**src/scmc_pkg.sv**
```systemverilog
/*
  Constants for the supply and clock monitor configuration slice:
  register addresses, field positions, reset values, write masks and the
  self-test propagation timing.
  Assumes a 16-bit register map with 8-bit addresses behind the SPI
  frame decoder, and a 50 MHz system clock.
*/
package scmc_pkg;

  // ----------------------------------------------------------------
  // Register map
  // ----------------------------------------------------------------
  localparam int unsigned ADDR_W = 8;
  localparam int unsigned DATA_W = 16;

  localparam logic [7:0] ADDR_SUPPLY_MONITOR_CFG = 8'h41;
  localparam logic [7:0] ADDR_SUPPLY_THRESHOLD   = 8'h42;
  localparam logic [7:0] ADDR_CLOCK_MONITOR_CFG  = 8'h43;
  localparam logic [7:0] ADDR_SUPPLY_DIAG_CFG    = 8'h44;

  // ----------------------------------------------------------------
  // Reset values
  // ----------------------------------------------------------------
  localparam logic [15:0] RST_SUPPLY_MONITOR_CFG = 16'h0000;
  localparam logic [15:0] RST_SUPPLY_THRESHOLD   = 16'h10F0;
  localparam logic [15:0] RST_CLOCK_MONITOR_CFG  = 16'h0000;
  localparam logic [15:0] RST_SUPPLY_DIAG_CFG    = 16'h0000;

  // ----------------------------------------------------------------
  // Writable bits per register; all others read as zero
  // ----------------------------------------------------------------
  localparam logic [15:0] MASK_SUPPLY_MONITOR_CFG = 16'hFFFF;
  localparam logic [15:0] MASK_SUPPLY_THRESHOLD   = 16'h30F0;
  localparam logic [15:0] MASK_CLOCK_MONITOR_CFG  = 16'hFC07;
  localparam logic [15:0] MASK_SUPPLY_DIAG_CFG    = 16'hFF87;

  // ----------------------------------------------------------------
  // Field positions
  // ----------------------------------------------------------------
  localparam int unsigned POS_IO_OVER_TRIP   = 13;
  localparam int unsigned POS_IO_UNDER_TRIP  = 12;
  localparam int unsigned POS_ANALOG_HOT_LSB = 6;
  localparam int unsigned POS_IO_HOT_LSB     = 4;
  localparam int unsigned POS_MAIN_FREQ_ON   = 2;
  localparam int unsigned POS_DIAG_OSC_WD_ON = 1;
  localparam int unsigned POS_MAIN_WD_ON     = 0;
  localparam int unsigned POS_OTW_ANALOG_ON  = 6;
  localparam int unsigned POS_OTW_IO_ON      = 5;
  localparam int unsigned POS_CL_ANALOG_ON   = 4;
  localparam int unsigned POS_CL_IO_ON       = 3;
  // Supply and ringing monitors sit in bits 15:7, grounds in 2:0
  localparam int unsigned POS_SUPPLY_MSB     = 15;
  localparam int unsigned POS_SUPPLY_LSB     = 7;
  localparam int unsigned POS_GROUND_MSB     = 2;
  localparam int unsigned NUM_CHAN           = 12;

  // ----------------------------------------------------------------
  // Hot-warning level codes
  // ----------------------------------------------------------------
  typedef enum logic [1:0] {
    SCMC_HOT_M60C,
    SCMC_HOT_100C,
    SCMC_HOT_120C,
    SCMC_HOT_140C
  } scmc_hot_e;

  // ----------------------------------------------------------------
  // Self-test propagation timing
  // ----------------------------------------------------------------
  localparam int unsigned CLK_PERIOD_NS  = 20;
  localparam int unsigned DIAG_PROP_NS   = 1000;
  localparam int unsigned DIAG_PROP_CYC  =
    (DIAG_PROP_NS / CLK_PERIOD_NS < 1) ? 1 : DIAG_PROP_NS / CLK_PERIOD_NS;

endpackage

```
**src/scmc_config_regs.sv**
```systemverilog
/*
  Supply and clock monitor configuration registers: monitor enables,
  supply trip and hot-warning selects, clock monitor enables and supply
  self-test enables, with one fault path per supply or ground monitor.
  Assumes the SPI frame decoder presents single-cycle read and write
  strobes with an 8-bit address and 16-bit data, on the system clock.
*/
`timescale 1ns/100ps
`default_nettype none

// Overview of operation
// - IO over-trip select, reset 0: 0 picks 5.7 V, 1 picks 3.9 V.
// - IO under-trip select, reset 1: 0 picks 4.3 V, 1 picks 2.95 V.
// - Analog LDO hot warning bits 7:6, reset 11b: -60/100/120/140 C.
// - IO LDO hot warning bits 5:4, reset 11b, same four levels.
// - Threshold register bits 15:14, 11:8 and 3:0 read zero.
// - Clock config bits 9:3 read zero.
// - Clock config bit 2, reset 0, turns main clock frequency check on.
// - Clock config bit 1, reset 0, turns diagnostic osc watchdog on.
// - Clock config bit 0, reset 0, turns main clock watchdog on.
// - Diag bits 15:10 start supply over/under self-tests, reset 0.
// - Diag bits 9:7 start analog, IO, core ringing self-tests.
// - Passed self-test sets the active-low fault flag within the delay.
// - Diag register bits 6:3 read zero.
// - Each monitor has its own enable in a config register, reset clear.
// - Diag bits 2:0 start ground A, ground B, digital ground tests.
module scmc_config_regs #(
  parameter int unsigned PROP_CYC = scmc_pkg::DIAG_PROP_CYC,
  parameter int unsigned CNT_W    = 8
) (
  // Clock, reset, enable
  input  wire logic                           clk_sys_i,
  input  wire logic                           rst_b_i,
  input  wire logic                           ce_i,
  // Register access from the SPI frame decoder
  input  wire logic [scmc_pkg::ADDR_W-1:0]    reg_addr_i,
  input  wire logic [scmc_pkg::DATA_W-1:0]    reg_wdata_i,
  input  wire logic                           reg_wr_i,
  input  wire logic                           reg_rd_i,
  output logic      [scmc_pkg::DATA_W-1:0]    reg_rdata_o,
  output logic                                reg_rvalid_o,
  output logic                                reg_hit_o,
  // Supply thresholds
  output logic                                io_supply_over_trip_sel_o,
  output logic                                io_supply_under_trip_sel_o,
  output scmc_pkg::scmc_hot_e                 analog_ldo_hot_warn_level_o,
  output scmc_pkg::scmc_hot_e                 io_ldo_hot_warn_level_o,
  // Clock monitors
  output logic                                main_clk_freq_check_on_o,
  output logic                                diag_osc_watchdog_on_o,
  output logic                                main_clk_watchdog_on_o,
  // Other monitor enables
  output logic                                analog_hot_watch_on_o,
  output logic                                io_hot_watch_on_o,
  output logic                                analog_limit_on_o,
  output logic                                io_limit_on_o,
  // Per-channel monitors, bit 11 analog over down to bit 0 digital ground
  output logic      [scmc_pkg::NUM_CHAN-1:0]  chan_watch_on_o,
  input  wire logic [scmc_pkg::NUM_CHAN-1:0]  chan_raw_fault_i,
  output logic      [scmc_pkg::NUM_CHAN-1:0]  chan_force_fault_o,
  output logic      [scmc_pkg::NUM_CHAN-1:0]  chan_fault_flag_b_o
);

  localparam int unsigned NCH = scmc_pkg::NUM_CHAN;

  if (scmc_pkg::DATA_W != 16 || NCH != 12) begin : g_chk
    $error("scmc_config_regs: map needs 16-bit data and 12 channels");
  end

  // ----------------------------------------------------------------
  // State
  // ----------------------------------------------------------------
  typedef struct packed {
    logic [15:0] mon_cfg;
    logic [15:0] thr_cfg;
    logic [15:0] clk_cfg;
    logic [15:0] diag_cfg;
    logic [15:0] rdata;
    logic        rvalid;
    logic        hit;
  } scmc_regs_s;

  scmc_regs_s st_ff;
  scmc_regs_s nxt_st;

  logic        sel_mon;
  logic        sel_thr;
  logic        sel_clk;
  logic        sel_diag;
  logic [15:0] rd_mux;

  // ----------------------------------------------------------------
  // Address decode and read mux
  // ----------------------------------------------------------------
  always_comb begin
    sel_mon  = (reg_addr_i == scmc_pkg::ADDR_SUPPLY_MONITOR_CFG);
    sel_thr  = (reg_addr_i == scmc_pkg::ADDR_SUPPLY_THRESHOLD);
    sel_clk  = (reg_addr_i == scmc_pkg::ADDR_CLOCK_MONITOR_CFG);
    sel_diag = (reg_addr_i == scmc_pkg::ADDR_SUPPLY_DIAG_CFG);
    rd_mux   = 16'h0000;
    if (sel_mon) begin
      rd_mux = st_ff.mon_cfg;
    end
    if (sel_thr) begin
      // Reserved bits masked on read as well as write
      rd_mux = st_ff.thr_cfg & scmc_pkg::MASK_SUPPLY_THRESHOLD;
    end
    if (sel_clk) begin
      rd_mux = st_ff.clk_cfg & scmc_pkg::MASK_CLOCK_MONITOR_CFG;
    end
    if (sel_diag) begin
      rd_mux = st_ff.diag_cfg & scmc_pkg::MASK_SUPPLY_DIAG_CFG;
    end
  end

  // ----------------------------------------------------------------
  // Register update
  // ----------------------------------------------------------------
  always_comb begin
    nxt_st        = st_ff;
    nxt_st.rvalid = reg_rd_i;
    nxt_st.hit    = st_ff.hit;
    if (reg_rd_i) begin
      // Unmapped reads answer zero with hit low
      nxt_st.rdata = rd_mux;
      nxt_st.hit   = sel_mon | sel_thr | sel_clk | sel_diag;
    end
    if (reg_wr_i) begin
      if (sel_mon) begin
        nxt_st.mon_cfg = reg_wdata_i
                         & scmc_pkg::MASK_SUPPLY_MONITOR_CFG;
      end
      if (sel_thr) begin
        nxt_st.thr_cfg = reg_wdata_i
                         & scmc_pkg::MASK_SUPPLY_THRESHOLD;
      end
      if (sel_clk) begin
        // Reserved bits 9:3 are forced clear; bits 15:10 are kept as written
        nxt_st.clk_cfg = reg_wdata_i
                         & scmc_pkg::MASK_CLOCK_MONITOR_CFG;
      end
      if (sel_diag) begin
        nxt_st.diag_cfg = reg_wdata_i
                          & scmc_pkg::MASK_SUPPLY_DIAG_CFG;
      end
      if (!reg_rd_i) begin
        nxt_st.hit = sel_mon | sel_thr | sel_clk | sel_diag;
      end
    end
  end

  // Fields hold until rewritten or reset
  always_ff @(posedge clk_sys_i) begin
    if (!rst_b_i) begin
      st_ff <= '{mon_cfg:  scmc_pkg::RST_SUPPLY_MONITOR_CFG,
                 thr_cfg:  scmc_pkg::RST_SUPPLY_THRESHOLD,
                 clk_cfg:  scmc_pkg::RST_CLOCK_MONITOR_CFG,
                 diag_cfg: scmc_pkg::RST_SUPPLY_DIAG_CFG,
                 rdata:    16'h0000,
                 rvalid:   1'b0,
                 hit:      1'b0};
    end else if (ce_i) begin
      st_ff <= nxt_st;
    end
  end

  // ----------------------------------------------------------------
  // Read answer
  // ----------------------------------------------------------------
  assign reg_rdata_o  = st_ff.rdata;
  assign reg_rvalid_o = st_ff.rvalid;
  assign reg_hit_o    = st_ff.hit;

  // ----------------------------------------------------------------
  // Threshold selects to the analog monitors
  // ----------------------------------------------------------------
  // 0 -> 5.7 V, 1 -> 3.9 V
  assign io_supply_over_trip_sel_o =
    st_ff.thr_cfg[scmc_pkg::POS_IO_OVER_TRIP];
  // 0 -> 4.3 V, 1 -> 2.95 V
  assign io_supply_under_trip_sel_o =
    st_ff.thr_cfg[scmc_pkg::POS_IO_UNDER_TRIP];
  assign analog_ldo_hot_warn_level_o = scmc_pkg::scmc_hot_e'(
    st_ff.thr_cfg[scmc_pkg::POS_ANALOG_HOT_LSB +: 2]);
  assign io_ldo_hot_warn_level_o = scmc_pkg::scmc_hot_e'(
    st_ff.thr_cfg[scmc_pkg::POS_IO_HOT_LSB +: 2]);

  // ----------------------------------------------------------------
  // Clock monitor enables
  // ----------------------------------------------------------------
  assign main_clk_freq_check_on_o =
    st_ff.clk_cfg[scmc_pkg::POS_MAIN_FREQ_ON];
  assign diag_osc_watchdog_on_o =
    st_ff.clk_cfg[scmc_pkg::POS_DIAG_OSC_WD_ON];
  assign main_clk_watchdog_on_o =
    st_ff.clk_cfg[scmc_pkg::POS_MAIN_WD_ON];

  // ----------------------------------------------------------------
  // Monitors with no self-test channel here
  // ----------------------------------------------------------------
  assign analog_hot_watch_on_o = st_ff.mon_cfg[scmc_pkg::POS_OTW_ANALOG_ON];
  assign io_hot_watch_on_o     = st_ff.mon_cfg[scmc_pkg::POS_OTW_IO_ON];
  assign analog_limit_on_o     = st_ff.mon_cfg[scmc_pkg::POS_CL_ANALOG_ON];
  assign io_limit_on_o         = st_ff.mon_cfg[scmc_pkg::POS_CL_IO_ON];

  // ----------------------------------------------------------------
  // Per-channel fault paths
  // ----------------------------------------------------------------
  logic [NCH-1:0] chan_on;
  logic [NCH-1:0] chan_test;

  // Enable and self-test bits share positions, so both gathers take the same bit ranges
  assign chan_on = {
    st_ff.mon_cfg[scmc_pkg::POS_SUPPLY_MSB:scmc_pkg::POS_SUPPLY_LSB],
    st_ff.mon_cfg[scmc_pkg::POS_GROUND_MSB:0]};
  assign chan_test = {
    st_ff.diag_cfg[scmc_pkg::POS_SUPPLY_MSB:scmc_pkg::POS_SUPPLY_LSB],
    st_ff.diag_cfg[scmc_pkg::POS_GROUND_MSB:0]};
  assign chan_watch_on_o = chan_on;

  for (genvar i = 0; i < NCH; i++) begin : g_chan
    scmc_fault_path #(
      .PROP_CYC (PROP_CYC),
      .CNT_W    (CNT_W)
    ) u_path (
      .clk_sys_i      (clk_sys_i),
      .rst_b_i        (rst_b_i),
      .ce_i           (ce_i),
      .mon_on_i       (chan_on[i]),
      .selftest_i     (chan_test[i]),
      .raw_fault_i    (chan_raw_fault_i[i]),
      .force_fault_o  (chan_force_fault_o[i]),
      .fault_flag_b_o (chan_fault_flag_b_o[i])
    );
  end

endmodule

`default_nettype wire

```
**src/scmc_fault_path.sv**
```systemverilog
/*
  One monitor channel: synchronises the raw comparator fault, forces the
  monitor into its fault state during self-test, and drives the active-low
  fault flag.
  Assumes the raw fault arrives asynchronously from the analog monitor.
*/
`timescale 1ns/100ps
`default_nettype none

module scmc_fault_path #(
  parameter int unsigned PROP_CYC = scmc_pkg::DIAG_PROP_CYC,
  parameter int unsigned CNT_W    = 8
) (
  // Clock, reset, enable
  input  wire logic clk_sys_i,
  input  wire logic rst_b_i,
  input  wire logic ce_i,
  // Configuration
  input  wire logic mon_on_i,
  input  wire logic selftest_i,
  // Analog side
  input  wire logic raw_fault_i,
  output logic      force_fault_o,
  // Flag
  output logic      fault_flag_b_o
);

  if (PROP_CYC < 1 || PROP_CYC >= (1 << CNT_W)) begin : g_chk
    $error("scmc_fault_path: PROP_CYC does not fit CNT_W");
  end

  localparam logic [CNT_W-1:0] PROP_LAST = CNT_W'(PROP_CYC - 1);

  typedef struct packed {
    logic             sync1;
    logic             sync2;
    logic [CNT_W-1:0] cnt;
    logic             done;
    logic             force_f;
    logic             flag_b;
  } scmc_fp_s;

  scmc_fp_s st_ff;
  scmc_fp_s nxt_st;
  logic     armed;

  always_comb begin
    nxt_st       = st_ff;
    nxt_st.sync1 = raw_fault_i;
    nxt_st.sync2 = st_ff.sync1;
    // Self-test only acts on an enabled monitor
    armed        = mon_on_i & selftest_i;
    nxt_st.force_f = armed;
    if (!armed) begin
      nxt_st.cnt  = '0;
      nxt_st.done = 1'b0;
    end else if (st_ff.cnt == PROP_LAST) begin
      nxt_st.done = 1'b1;
    end else begin
      nxt_st.cnt = st_ff.cnt + CNT_W'(1);
    end
    // Disabled monitor never reports a fault
    nxt_st.flag_b = ~(mon_on_i & (st_ff.sync2 | nxt_st.done));
  end

  always_ff @(posedge clk_sys_i) begin
    if (!rst_b_i) begin
      st_ff <= '{sync1: 1'b0, sync2: 1'b0, cnt: '0, done: 1'b0,
                 force_f: 1'b0, flag_b: 1'b1};
    end else if (ce_i) begin
      st_ff <= nxt_st;
    end
  end

  assign force_fault_o  = st_ff.force_f;
  assign fault_flag_b_o = st_ff.flag_b;

endmodule

`default_nettype wire

```
**config.mk**
```make
export PLATFORM = sky130hd
export DESIGN_NAME = scmc_config_regs
export DESIGN_NICKNAME = d
export VERILOG_FILES = /design/src/scmc_pkg.sv /design/src/scmc_config_regs.sv /design/src/scmc_fault_path.sv
export SDC_FILE = /design/constraint.sdc
export NUM_CORES = 1
export LEC_CHECK = 0
export BUFFER_PORTS_ARGS = -buffer_cell sky130_fd_sc_hd__buf_2
export CAP_MARGIN = 0
export CORE_MARGIN = 4
export CORE_UTILIZATION = 55
export CTS_BUF_LIST = sky130_fd_sc_hd__clkbuf_4
export DETAILED_ROUTE_END_ITERATION = 12
export GPL_ROUTABILITY_DRIVEN = 1
export PLACE_DENSITY = 0.81
export SYNTH_ARGS = -nofsm -noshare
export SYNTH_HDL_FRONTEND = slang
export SYNTH_SLANG_ARGS = --single-unit
```
**constraint.sdc**
```tcl
create_clock -name clk_sys_i -period 1.5 [get_ports clk_sys_i]
set_input_delay 0 -clock clk_sys_i [delete_from_list [all_inputs] [get_ports clk_sys_i]]
set_output_delay 0 -clock clk_sys_i [all_outputs]
set_load 0.01 [all_outputs]
```
==> flow_summary.toml <==
[placed_design]
gp_congestion = 0.853
hpwl_um = 16700
placedCellCount = 1453
portBuffers = 107

[logic_synthesis]
ys_seq_elements = 217
syn-cell-area_sq_um = 9840
synth_cell_types = 66
yosysTopAreaCellShare_pct = 44.2
synthArstFlopShare_pct = 0
netlist_instances = 1124
yosysWarnings = 0
synth.most_common_cell = "dfxtp_1"
ys_top_cells_by_count = "217 x dfxtp_1, 191 x nor2_1, 121 x nand2_1, 59 x buf_4, 56 x mux2i_1"
ys_seq_area_share_pct = 44.2
syn-num-nets = 1189
synth_area_leaders = "dfxtp_1 44%, nor2_1 7.3%, mux2i_1 5.7%, nand2_1 4.6%, buf_4 4.5%"
synth_edf_count = 0
yosys.area.top_type = "dfxtp_1"
synthFlopType = "dfxtp_1"
syn_area_per_cell_sq_um = 8.75

[critical_path]
critical_path.top_delay_family = "simple AND/OR/NAND/NOR gates"
reg2regPathDepth = 6
cp.required_ns = 2.11
critPathBufInv = 1
r2r-end = "g_chan[6].u_path.st_ff[4]$_SDFFE_PN0P_"
crit_type = "flop to flop"
rrSetupSlack_ns = -0.22
cp_max_fo = 4
cp_slowest_cell = "or4b_4"
worstPathArrival_ns = 2.32
end_kind = "flop"
critPathLaunchType = "flop"
cpPeakStageDelay_ns = 0.46
timing.rr.start = "g_chan[6].u_path.st_ff[4]$_SDFFE_PN0P_"
worstPathCellList = "inv_2 > ha_4 > or4b_4 > or3_4 > a21oi_1 > o21a_1"

[timing]
holdWs_ns = -0.0423
finalSetupViolCount = 29
max_freq_ghz = 0.582
hold_violations = 1
period_share_pct = 114
skew_ns = 0.0453
final.min_clock_period_ns = 1.72
rsz0062_at_grt = "true"
slew_viol_final = 0
slew-limit-headroom_pct = 24.8
fin_ws_ns = -0.217
worstMarginPinSlew_ns = 1.13
tns_ns = -2.16

[outcome]
violations = "hold timing, setup timing"
status = "complete, but fails checks"

[routing]
ant_nets = 0
drc = 0
firstDrtPassIters = 5
drt_iter0_drc = 809
highest_layer = "met4"
drt-met1-wl_um = 11800
dr_wl_met3_um = 2550
drt_wl_total_um = 29100
post_drt_via_cell_ratio = 5.69
wl_met2_um = 14000
vias = 9411
wl_per_cell_um = 17.6

[cts]
htree_levels = 2
cts_buffers = 56
root_buffer = "clkbuf_4"
clkSinkCount = 217
clkTransAtPathRegs_ns = 0.07
clock_latency_ns = 0.70
clk_path_buf_depth = 3
cts_tree = "done"

[grt]
grt-ovfl-total = 0
antenna_found_initial = 1
track_usage_pct = 26.7
grt_pass1_wl_um = 44300
grt_max_degree = 31
grt_pass1_vias = 9324

[finish]
utilization_pct = 74.6
drive_above_1_share_pct = 27.7
area_growth_pct = 32.1
nets = 1449
stdcell_count = 1653
n_fill_cell = 1164

[pwr]
p_int_mw = 8.87
power_switching_mw = 3.03
powerDensity_nw_per_um2 = 915
clockPowerShare_pct = 43.0
p_leak_nw = 5.38
ir_drop_mv = 0.714
power_frac_seq_pct = 49.4
total_power_mw = 11.9
p_comb_share_pct = 7.6
power.share.switching_pct = 25.4

[floorplanning]
design.die.area_sq_um = 20100
core.rowCount = 48
initial_core_util_pct = 56.5
coreArea_sq_um = 17400
dieWidth_um = 142
die_y_um = 142
io_pins = 108

[min_path]
worstHoldStart = "reg_addr_i[3]"
hold_path_end = "chan_watch_on_o[6]$_SDFFE_PN0P_"
hp-class = "input pin to flop"
hold-path-cell-count = 6

[flow_run]
cap_violations = 0
cell usage in the layout, fill, tap and decap left out, types with 9 or more instances in the layout:
cell           netlist  routed
inv_1               22      15
and3_1              13      11
nor2_1             191     191
and2_1              16      15
a21oi_1             50      47
dfxtp_1            217     198
nand2_1            121     121
and4_1               9       9
dfxtp_2              0      17
clkinv_1             0      13
xnor2_1             30      30
nand3_1             36      33
dlygate4sd3_1        0      89
inv_2                2       9
buf_2               13     105
xor2_1              40      40
nand4_1             30      30
ha_1                24      17
buf_4               59      98
clkbuf_4             0      81
o21ai_0             29      23
mux2i_1             56      56
nor3_1              14      13
through the flow:
step	setup slack [ns]	cell area, sq um
global placement	-0.161	10900
finish	-0.217	13000
global route	-0.268	13000
floorplan	-0.141	9870
detailed placement	-0.197	10900
CTS	-0.201	12500
routing by layer:
metal | up-vias | GRT usage (%)
met5 | - | 0
met4 | 0 | 11.5
met3 | 79 | 6.30
met2 | 449 | 44.5
met1 | 4499 | 33.1
li1 | 4384 | -
logic make-up (layout without fill, tap and decap cells):
group	Yosys count	count (layout)	share of synthesized area, %
AND/OR/NAND/NOR	471	471	22.6
flip-flops	217	217	44.2
AO/OA/AOI/OAI	157	157	10.6
buffers and inverters	127	430	7.34
XOR/XNOR	70	70	6.23
multiplexers	58	58	5.93
adder cells (fa/ha/maj)	24	24	3.05
other	0	1	0
worst min-delay path: stages:
cell and delay, ns:
buf_2 0.16, nor4b_4 0.08, nand3_2 0.09, buf_6 0.13
nand2_1 0.05, a21oi_1 0.10
flip-flops by register name, summed over array words and instances, names as in the netlist:
name,flops
io_ldo_hot_warn_level_o,2
g_chan.u_path.st_ff,120
g_chan.u_path.fault_flag_b_o,12
main_clk_watchdog_on_o,1
reg_rvalid_o,1
io_limit_on_o,1
main_clk_freq_check_on_o,1
io_supply_under_trip_sel_o,1
analog_hot_watch_on_o,1
reg_rdata_o,16
g_chan.u_path.nxt_st,12
chan_watch_on_o,12
diag_osc_watchdog_on_o,1
reg_hit_o,1
st_ff,6
io_hot_watch_on_o,1
io_supply_over_trip_sel_o,1
analog_limit_on_o,1
chan_test,12
analog_ldo_hot_warn_level_o,2
g_chan.u_path.force_fault_o,12
power groups by stage:
stage,clock [mW],combinational [mW],sequential [mW]
5_1_grt,5.50,0.954,5.88
4_1_cts,5.16,0.827,5.87
3_3_place_gp,0,0.620,6.00
3_5_place_dp,0,0.636,6.00
6_report,5.12,0.898,5.88
2_1_floorplan,0,0.401,5.99
layout make-up:
class	count	area [sq um]	share of cell area, %
antenna	1	2.50	0.0193
clock buffer	80	601	4.62
clock inverter	21	115	0.886
inverter	24	92.6	0.713
multi-input combinational	780	5180	39.9
sequential	217	4370	33.7
tap	225	282	2.17
timing repair buffer	305	2340	18.0
what timing repair did:
item | in CTS | in global routing
setup buffers | 1 | 4
endpoints found under the setup margin | 20 | 86
resized for setup | 18 | 92
pin swaps | 2 | 35
cloned | 0 | 0
hold buffers | 87 | 8
endpoints found under the hold margin | 151 | 14
how the worst max path moves through the flow:
stage                                      startpoint                                endpoint  slack (ns)  cells after the start
2_1_floorplan  g_chan[6].u_path.st_ff[4]$_SDFFE_PN0P_  g_chan[6].u_path.st_ff[4]$_SDFFE_PN0P_       -0.14                      6
3_3_place_gp   g_chan[6].u_path.st_ff[4]$_SDFFE_PN0P_  g_chan[6].u_path.st_ff[4]$_SDFFE_PN0P_       -0.16                      6
3_5_place_dp   g_chan[6].u_path.st_ff[4]$_SDFFE_PN0P_  g_chan[6].u_path.st_ff[3]$_SDFFE_PN0P_       -0.20                      7
4_1_cts        g_chan[6].u_path.st_ff[4]$_SDFFE_PN0P_  g_chan[6].u_path.st_ff[3]$_SDFFE_PN0P_       -0.20                      6
5_1_grt        g_chan[6].u_path.st_ff[4]$_SDFFE_PN0P_  g_chan[6].u_path.st_ff[3]$_SDFFE_PN0P_       -0.27                      6
6_report       g_chan[6].u_path.st_ff[4]$_SDFFE_PN0P_  g_chan[6].u_path.st_ff[4]$_SDFFE_PN0P_       -0.22                      6
No activity file was read; power rests on OpenSTA's default activity.
